### src/tgic_pkg.sv
/*
  tgic_pkg: register map, control field positions, reset values and
  reference-rate constants for the tach/gate interval counter block.
  assumes a single 125 MHz system clock and a 32-bit APB register bus.
*/
package tgic_pkg;

  ////////////////////////////////////////////////////////////////////////////
  // clock and reference rates, in kHz
  localparam int unsigned CLK_KHZ = 125000;
  localparam int unsigned REF_SLOW_KHZ = 12000;
  localparam int unsigned REF_FAST_KHZ = 48000;
  localparam int unsigned ACC_W = 17;

  ////////////////////////////////////////////////////////////////////////////
  // register byte offsets
  localparam logic [7:0] OFS_CTRL = 8'h00;
  localparam logic [7:0] OFS_PERIOD = 8'h04;
  localparam logic [7:0] OFS_PHASE = 8'h08;
  localparam logic [7:0] OFS_GATE = 8'h0C;
  localparam logic [7:0] OFS_STATUS = 8'h10;

  ////////////////////////////////////////////////////////////////////////////
  // control register field positions
  localparam int unsigned CTL_RUN = 0;
  localparam int unsigned CTL_PER_FALL = 1;
  localparam int unsigned CTL_PER_KEEP = 2;
  localparam int unsigned CTL_STALE_OFF = 3;
  localparam int unsigned CTL_PH_START = 4;
  localparam int unsigned CTL_PH_STOP = 6;
  localparam int unsigned CTL_PH_KEEP = 8;
  localparam int unsigned CTL_GT_START = 9;
  localparam int unsigned CTL_GT_STOP = 11;
  localparam int unsigned CTL_GT_KEEP = 13;
  localparam logic [31:0] CTL_WMASK = 32'h0000_3FFF;
  // phase: sample start, tach rising stop; gate: sample start, gate rising
  localparam logic [31:0] CTRL_RESET = 32'h0000_0840;

  ////////////////////////////////////////////////////////////////////////////
  // event selector codes and pseudo-channel numbers
  localparam logic [1:0] EVT_SAMPLE = 2'h0;
  localparam logic [1:0] EVT_RISE = 2'h1;
  localparam logic [1:0] EVT_FALL = 2'h2;
  localparam logic [2:0] CHAN_PERIOD = 3'h4;
  localparam logic [2:0] CHAN_PHASE = 3'h5;
  localparam logic [2:0] CHAN_GATE = 3'h6;

  ////////////////////////////////////////////////////////////////////////////
  // period counter states
  typedef enum logic [1:0] {
    PER_IDLE = 2'b00,
    PER_ARM = 2'b01,
    PER_COUNT = 2'b10,
    PER_DONE = 2'b11
  } tgic_per_state_type;

endpackage : tgic_pkg

### src/tgic_counters.sv
/*
  tgic_counters: period, phase and gate interval counters behind an APB
  slave, with results also served to the acquisition channel list.
  assumes tach, gate and sample strobe inputs are synchronous to i_clock
  and that the channel list asks for at most one channel per cycle.
*/
// Local design decisions: the APB register port and the register offsets.
// What this block does
// - period counter ticks at twelve megahertz reference
// - period edge selectable rising or falling
// - count from first selected edge to next
// - hold result until read; read relaunches
// - pending reads give zero or prior result
// - stale marking: top bit flags pending
// - marking off forces top bit zero
// - period result served as channel four
// - results act like ordinary acquisition channels
// - count equals reference periods plus one
// - phase result served as channel five
// - phase counter ticks at forty-eight megahertz
// - phase start/stop: sample, tach rise, fall
// - self-clear picks zero or previous between
// - gate result channel six, forty-eight megahertz
// - gate times sample/gate edge intervals
// - gate start/stop: sample, gate rise, fall
// - same-edge stop never restarts measurement
`timescale 1ns/1ps
module tgic_counters
  import tgic_pkg::*;
(
  // clock and reset
  input wire logic i_clock,
  input wire logic i_reset_n,
  // apb slave
  input wire logic i_psel,
  input wire logic i_penable,
  input wire logic i_pwrite,
  input wire logic [7:0] i_paddr,
  input wire logic [31:0] i_pwdata,
  output logic [31:0] o_prdata,
  output logic o_pready,
  output logic o_pslverr,
  // pulse inputs
  input wire logic i_tach,
  input wire logic i_gate,
  input wire logic i_sample_strobe,
  // acquisition channel list request and answer
  input wire logic i_chan_req,
  input wire logic [2:0] i_chan_sel,
  output logic o_chan_valid,
  output logic [31:0] o_chan_data
);
  import tgic_pkg::*;

  ////////////////////////////////////////////////////////////////////////////
  // state
  typedef struct packed {
    logic [31:0] ctrl;
    logic tach_prev;
    logic gate_prev;
    logic [ACC_W-1:0] acc_slow;
    logic [ACC_W-1:0] acc_fast;
    tgic_per_state_type per_st;
    logic [30:0] per_cnt;
    logic [30:0] per_res;
    logic ph_busy;
    logic ph_fresh;
    logic [31:0] ph_cnt;
    logic [31:0] ph_res;
    logic gt_busy;
    logic gt_fresh;
    logic [31:0] gt_cnt;
    logic [31:0] gt_res;
    logic pready;
    logic pslverr;
    logic [31:0] prdata;
    logic chan_valid;
    logic [31:0] chan_data;
  } tgic_state_type;

  tgic_state_type s_q;
  tgic_state_type s_d;

  ////////////////////////////////////////////////////////////////////////////
  // helpers

  // fractional reference tick: bit ACC_W is the tick, low bits the phase
  function automatic logic [ACC_W:0] ref_step(input logic [ACC_W-1:0] acc,
                                              input logic [ACC_W-1:0] inc);
    logic [ACC_W:0] sum;
    sum = {1'b0, acc} + {1'b0, inc};
    if (sum >= {1'b0, ACC_W'(CLK_KHZ)})
      ref_step = {1'b1, sum[ACC_W-1:0] - ACC_W'(CLK_KHZ)};
    else
      ref_step = {1'b0, sum[ACC_W-1:0]};
  endfunction

  // pick one of sample strobe, rising or falling edge
  function automatic logic evt_pick(input logic [1:0] sel,
                                    input logic smp,
                                    input logic rise,
                                    input logic fall);
    if (sel == EVT_SAMPLE)
      evt_pick = smp;
    else if (sel == EVT_RISE)
      evt_pick = rise;
    else if (sel == EVT_FALL)
      evt_pick = fall;
    else
      evt_pick = 1'b0;
  endfunction

  // value returned by the phase or gate counter on a read
  function automatic logic [31:0] ivl_read(input logic fresh,
                                           input logic keep,
                                           input logic [31:0] res);
    if (fresh || keep)
      ivl_read = res;
    else
      ivl_read = 32'h0000_0000;
  endfunction

  ////////////////////////////////////////////////////////////////////////////
  // next-state logic
  always_comb
  begin
    logic [ACC_W:0] slow_step;
    logic [ACC_W:0] fast_step;
    logic tick_slow;
    logic tick_fast;
    logic run;
    logic tach_rise;
    logic tach_fall;
    logic gate_rise;
    logic gate_fall;
    logic per_edge;
    logic ph_start;
    logic ph_stop;
    logic gt_start;
    logic gt_stop;
    logic apb_prep;
    logic [31:0] per_val;
    logic [31:0] ph_val;
    logic [31:0] gt_val;
    logic [31:0] rd_val;
    logic rd_per;
    logic rd_ph;
    logic rd_gt;
    logic [31:0] ch_val;
    slow_step = '0;
    fast_step = '0;
    tick_slow = 1'b0;
    tick_fast = 1'b0;
    run = 1'b0;
    tach_rise = 1'b0;
    tach_fall = 1'b0;
    gate_rise = 1'b0;
    gate_fall = 1'b0;
    per_edge = 1'b0;
    ph_start = 1'b0;
    ph_stop = 1'b0;
    gt_start = 1'b0;
    gt_stop = 1'b0;
    apb_prep = 1'b0;
    per_val = '0;
    ph_val = '0;
    gt_val = '0;
    rd_val = '0;
    rd_per = 1'b0;
    rd_ph = 1'b0;
    rd_gt = 1'b0;
    ch_val = '0;
    s_d = s_q;

    // reference ticks and edge detection
    slow_step = ref_step(s_q.acc_slow, ACC_W'(REF_SLOW_KHZ));
    fast_step = ref_step(s_q.acc_fast, ACC_W'(REF_FAST_KHZ));
    tick_slow = slow_step[ACC_W];
    tick_fast = fast_step[ACC_W];
    s_d.acc_slow = slow_step[ACC_W-1:0];
    s_d.acc_fast = fast_step[ACC_W-1:0];
    s_d.tach_prev = i_tach;
    s_d.gate_prev = i_gate;
    tach_rise = i_tach && !s_q.tach_prev;
    tach_fall = !i_tach && s_q.tach_prev;
    gate_rise = i_gate && !s_q.gate_prev;
    gate_fall = !i_gate && s_q.gate_prev;
    run = s_q.ctrl[CTL_RUN];
    per_edge = s_q.ctrl[CTL_PER_FALL] ? tach_fall : tach_rise;

    // phase and gate event selection
    ph_start = evt_pick(s_q.ctrl[CTL_PH_START +: 2], i_sample_strobe,
                        tach_rise, tach_fall);
    ph_stop = evt_pick(s_q.ctrl[CTL_PH_STOP +: 2], i_sample_strobe,
                       tach_rise, tach_fall);
    gt_start = evt_pick(s_q.ctrl[CTL_GT_START +: 2], i_sample_strobe,
                        gate_rise, gate_fall);
    gt_stop = evt_pick(s_q.ctrl[CTL_GT_STOP +: 2], i_sample_strobe,
                       gate_rise, gate_fall);

    // read values of the three results
    if (s_q.per_st == PER_DONE)
      per_val = {1'b0, s_q.per_res};
    else
      per_val = {!s_q.ctrl[CTL_STALE_OFF],
                 s_q.ctrl[CTL_PER_KEEP] ? s_q.per_res : 31'h0000_0000};
    ph_val = ivl_read(s_q.ph_fresh, s_q.ctrl[CTL_PH_KEEP], s_q.ph_res);
    gt_val = ivl_read(s_q.gt_fresh, s_q.ctrl[CTL_GT_KEEP], s_q.gt_res);

    // apb: answer one cycle into the access phase
    apb_prep = i_psel && i_penable && !s_q.pready;
    s_d.pready = apb_prep;
    s_d.pslverr = 1'b0;
    if (apb_prep)
    begin
      if (i_paddr == OFS_CTRL)
      begin
        rd_val = s_q.ctrl;
        if (i_pwrite)
          s_d.ctrl = i_pwdata & CTL_WMASK;
      end
      else if (i_paddr == OFS_PERIOD)
      begin
        rd_val = per_val;
        rd_per = !i_pwrite;
      end
      else if (i_paddr == OFS_PHASE)
      begin
        rd_val = ph_val;
        rd_ph = !i_pwrite;
      end
      else if (i_paddr == OFS_GATE)
      begin
        rd_val = gt_val;
        rd_gt = !i_pwrite;
      end
      else if (i_paddr == OFS_STATUS)
        rd_val = {27'h0000000, s_q.gt_fresh, s_q.ph_fresh,
                  s_q.gt_busy || s_q.ph_busy, s_q.per_st};
      else
        s_d.pslverr = 1'b1;
      s_d.prdata = i_pwrite ? 32'h0000_0000 : rd_val;
    end

    // channel list: pseudo-channels look like any other channel
    if (i_chan_sel == CHAN_PERIOD)
      ch_val = per_val;
    else if (i_chan_sel == CHAN_PHASE)
      ch_val = ph_val;
    else if (i_chan_sel == CHAN_GATE)
      ch_val = gt_val;
    else
      ch_val = 32'h0000_0000;
    s_d.chan_valid = i_chan_req;
    if (i_chan_req)
      s_d.chan_data = ch_val;
    rd_per = rd_per || (i_chan_req && i_chan_sel == CHAN_PERIOD);
    rd_ph = rd_ph || (i_chan_req && i_chan_sel == CHAN_PHASE);
    rd_gt = rd_gt || (i_chan_req && i_chan_sel == CHAN_GATE);

    // period counter
    case (s_q.per_st)
      PER_IDLE:
      begin
        if (run)
          s_d.per_st = PER_ARM;
      end
      PER_ARM:
      begin
        if (per_edge)
        begin
          s_d.per_cnt = 31'h0000_0001;
          s_d.per_st = PER_COUNT;
        end
      end
      PER_COUNT:
      begin
        if (per_edge)
        begin
          s_d.per_res = s_q.per_cnt;
          s_d.per_st = PER_DONE;
        end
        else if (tick_slow)
          s_d.per_cnt = s_q.per_cnt + 31'h0000_0001;
      end
      PER_DONE:
      begin
        if (rd_per)
          s_d.per_st = PER_ARM;
      end
      default:
        s_d.per_st = PER_IDLE;
    endcase

    // phase counter: a stop while busy wins over a restart
    if (s_q.ph_busy)
    begin
      if (ph_stop)
      begin
        s_d.ph_busy = 1'b0;
        s_d.ph_res = s_q.ph_cnt;
      end
      else if (tick_fast)
        s_d.ph_cnt = s_q.ph_cnt + 32'h0000_0001;
    end
    else if (run && ph_start)
    begin
      s_d.ph_busy = 1'b1;
      s_d.ph_cnt = 32'h0000_0000;
    end
    if (s_q.ph_busy && ph_stop)
      s_d.ph_fresh = 1'b1;
    else if (rd_ph)
      s_d.ph_fresh = 1'b0;

    // gate counter: stop edge never doubles as the next start
    if (s_q.gt_busy)
    begin
      if (gt_stop)
      begin
        s_d.gt_busy = 1'b0;
        s_d.gt_res = s_q.gt_cnt;
      end
      else if (tick_fast)
        s_d.gt_cnt = s_q.gt_cnt + 32'h0000_0001;
    end
    else if (run && gt_start)
    begin
      s_d.gt_busy = 1'b1;
      s_d.gt_cnt = 32'h0000_0000;
    end
    if (s_q.gt_busy && gt_stop)
      s_d.gt_fresh = 1'b1;
    else if (rd_gt)
      s_d.gt_fresh = 1'b0;

    // stopping the run parks every counter cleared
    if (!run)
    begin
      s_d.per_st = PER_IDLE;
      s_d.per_cnt = 31'h0000_0000;
      s_d.ph_busy = 1'b0;
      s_d.ph_cnt = 32'h0000_0000;
      s_d.gt_busy = 1'b0;
      s_d.gt_cnt = 32'h0000_0000;
    end
  end

  ////////////////////////////////////////////////////////////////////////////
  // state register
  always_ff @(posedge i_clock or negedge i_reset_n)
  begin
    if (!i_reset_n)
    begin
      s_q <= '0;
      s_q.ctrl <= CTRL_RESET;
      s_q.per_st <= PER_IDLE;
    end
    else
      s_q <= s_d;
  end

  ////////////////////////////////////////////////////////////////////////////
  // outputs, straight from the state register
  assign o_prdata = s_q.prdata;
  assign o_pready = s_q.pready;
  assign o_pslverr = s_q.pslverr;
  assign o_chan_valid = s_q.chan_valid;
  assign o_chan_data = s_q.chan_data;

endmodule // tgic_counters

### config.mk
export PLATFORM = sky130hd
export DESIGN_NAME = tgic_counters
export DESIGN_NICKNAME = d
export VERILOG_FILES = /design/src/tgic_pkg.sv /design/src/tgic_counters.sv
export SDC_FILE = /design/constraint.sdc
export NUM_CORES = 1
export LEC_CHECK = 0
export BUFFER_PORTS_ARGS = -buffer_cell sky130_fd_sc_hd__buf_4
export CORE_MARGIN = 4
export CORE_UTILIZATION = 40
export DETAILED_ROUTE_END_ITERATION = 10
export PLACE_DENSITY = 0.65
export SETUP_SLACK_MARGIN = 0.15
export SLEW_MARGIN = 20
export SYNTH_ARGS = -nofsm -noshare
export SYNTH_HDL_FRONTEND = slang
export SYNTH_SLANG_ARGS = --single-unit
### constraint.sdc
create_clock -name i_clock -period 8.5 [get_ports i_clock]
set_input_delay 1.275 -clock i_clock [delete_from_list [all_inputs] [get_ports i_clock]]
set_output_delay 1.275 -clock i_clock [all_outputs]
set_load 0.01 [all_outputs]
==> out/qor.csv <==
metric,value,unit
status,"complete, no violations",
max_slew headroom,28.62,%
# Max-Cap Violations,0,
Syn Nets,1627,
met2 Resource Use GR,29.15,%
max frequency,258.5,MHz
Clock Path Buffers,3,
met1 usage,27.24,%
"most used cell, CP",o21ai_0,
Inserted Clock Buffers,36,
post-synthesis register bit count,307,
drt via density,5.717,
gr ovfl total,0,
Final Power,3135,uW
Main synth FF type,dfrtp_1,
top post-synthesis cells by area,"dfrtp_1 49%, mux2_2 7.7%, o21ai_0 4.1%",
via count,12045,
crit path time final,3.868,ns
Critical Path End Type,flop,
met3 Usage GRT,2.605,%
Yosys top cell by area,dfrtp_1,
clock sinks,307,
sum of negative setup slack,0,ns
Critical Path RT,8.92,ns
Worst R2R Path Depth,10,
Async SR Flop Fraction,100.0,%
# IOs,119,
Tcrit/Tclk final,45.51,%
final setup violation count,0,
CTS tree,done,
Ys Warns,0,
FP Rows,72,
core area,38740,um^2
Starting Density,40.51,%
worst hold stages,1,
HP Class,flop to flop,
top cell type's share of synthesized area,48.63,%
Crit-path slowest cell,nor2_2,
Crit path buffers/inverters,1,
Final Hold Fails,0,
synth unique cells,80,
Power Density,178.1,nW/um^2
Placer Congestion,0.8943,
syn_area_per_cell,10.05,um^2
I/O Buffers,100,
antenna cells,0,
clock root buffer,clkbuf_16,
Post-synth EDFFs,0,
most frequent cells in the layout,"305 x dfrtp_1, 162 x nor2_1, 128 x o21ai_0, 119 x buf_4, 115 x nand2_1",
P_leak,0.007801,uW
Worst Tran Pin Value,1.068,ns
Top delay family on crit path,compound AO/OA/AOI/OAI gates,
maximum VDD drop,121.7,uV
DIE WIDTH,206.1,um
number of global-route vias before repair,11885,
area delta synth->final,12.15,%
hold_buf cts,0,
Post-Synthesis Cells,1561,
critical path class,flop to flop,
post-DR wirelength/cell,19.00,um
Critical Path Stages,10,
final wirelength,40.04,mm
CTS resizes,0,
drc violations,0,
RSZ-0062 raised after global routing,no,
grt peak-use layer,met2,
"commonest non-fill, non-tap cell in the layout",dfrtp_1,
sequential area share after synthesis,48.97,%
share of cells above drive strength 1,19.82,%
nets@finish,1628,
max-slew violations,0,
clk slew on worst S/H paths,0.06,ns
clock skew,0.01641,ns
"Critical Path, Cell by Cell",inv_1 -> ha_1 -> nor2b_1 -> o21ai_1 -> o21a_1 -> o21ai_0 -> a21oi_4 -> nor2_2 -> o21ai_0 -> a21oi_1,
Die Span Y,206.1,um
H-tree levels,2,
Final ANT Viol Nets,0,
first-pass GRT wire length,64.78,mm
CP arrival,4.29,ns
nature of the critical path startpoint,flop,
HPWL Detailed,27.19,mm
largest net degree at the start of global routing,74,
Die ar.,42470,um^2
total track usage,18.74,%
initial antenna violation count,0,
critical path's largest stage delay,0.77,ns
Post-Syn Area,15690,um^2
drt pass-1 iters,7,
Iter 0 DRT Violations,1142,
worst skew pair latency,0.51,ns
CP max FO,23,
setup bufs post-CTS,0,
fill count,3632,
## through the flow
step	setup WS [ns]	instances	utilization [%]	instance area [um^2]	hold slack [ns]
floorplan	4.875	1561	-	15690	0.4408
global placement	4.242	2042	42.38	16420	0.4620
detailed placement	4.213	2042	42.38	16420	0.4766
CTS	4.510	2107	45.43	17600	0.4868
global route	4.280	2107	45.44	17600	0.5025
finish	4.632	2107	45.44	17600	0.4815
## per-layer routing
| metal | share of wire [%] | wire length [um] |
|---|---|---|
| met1 | 45 | 18130 |
| met4 | 3.2 | 1290 |
| met3 | 6.4 | 2561 |
| met5 | 0 | 0 |
| met2 | 45 | 18060 |
## final timing paths
| path | from | to | slack (ns) |
|---|---|---|---|
| min in group asynchronous | i_reset_n | s_q[271]$_DFF_PN0_ | 0.69 |
| hold / removal | s_q[260]$_DFFE_PN0P_ | s_q[260]$_DFFE_PN0P_ | 0.48 |
| setup / recovery | s_q[270]$_DFF_PN0_ | s_q[193]$_DFFE_PN0P_ | 4.63 |
| hold reg to reg | s_q[260]$_DFFE_PN0P_ | s_q[260]$_DFFE_PN0P_ | 0.48 |
| setup reg to reg | s_q[270]$_DFF_PN0_ | s_q[193]$_DFFE_PN0P_ | 4.63 |
| max in group asynchronous | i_reset_n | s_q[255]$_DFFE_PN0P_ | 5.95 |
## cells in the mapped netlist (all sizes together) (26+ instances only)
cell,instances
xor2,46
a22oi,31
buf,89
mux2,107
and3,35
dfrtp,305
nand3,35
nor2,165
a222oi,26
a21oi,95
clkbuf,68
o21ai,132
nand2,115
## report_power, final
part / switching, uW / internal [uW] / total, uW
clock: 618 / 913 / 1530
combinational: 75.6 / 38.4 / 114
sequential: 11.8 / 1480 / 1490
total: 706 / 2430 / 3130
## logic make-up (layout without fill, tap and decap cells)
family | count (synthesis) | after routing | share of synthesized area (%)
simple gates | 470 | 470 | 14.43
compound gates | 409 | 409 | 17.47
xor+xnor | 69 | 69 | 3.851
mux | 112 | 112 | 7.997
flops | 307 | 307 | 48.97
fa+ha+maj | 14 | 14 | 1.116
buf+inv | 180 | 208 | 6.171
## area by class of cell
type                       count  area [um^2]  share of cell area (%)
inverter                      23        86.33                  0.4905
sequential                   307         7685                   43.66
tap                          518        648.1                   3.682
timing repair buffer         120        908.4                   5.161
clock buffer                  52         1072                   6.092
multi-input combinational   1074         7089                   40.28
clock inverter                13        111.4                  0.6327
## registers in the layout (all words and copies together) (netlist names)
| name | cells |
|---|---|
| o_prdata | 32 |
| o_chan_valid | 1 |
| o_pslverr | 1 |
| s_q | 240 |
| o_chan_data | 32 |
| o_pready | 1 |
(Power assumes the default switching activity.)
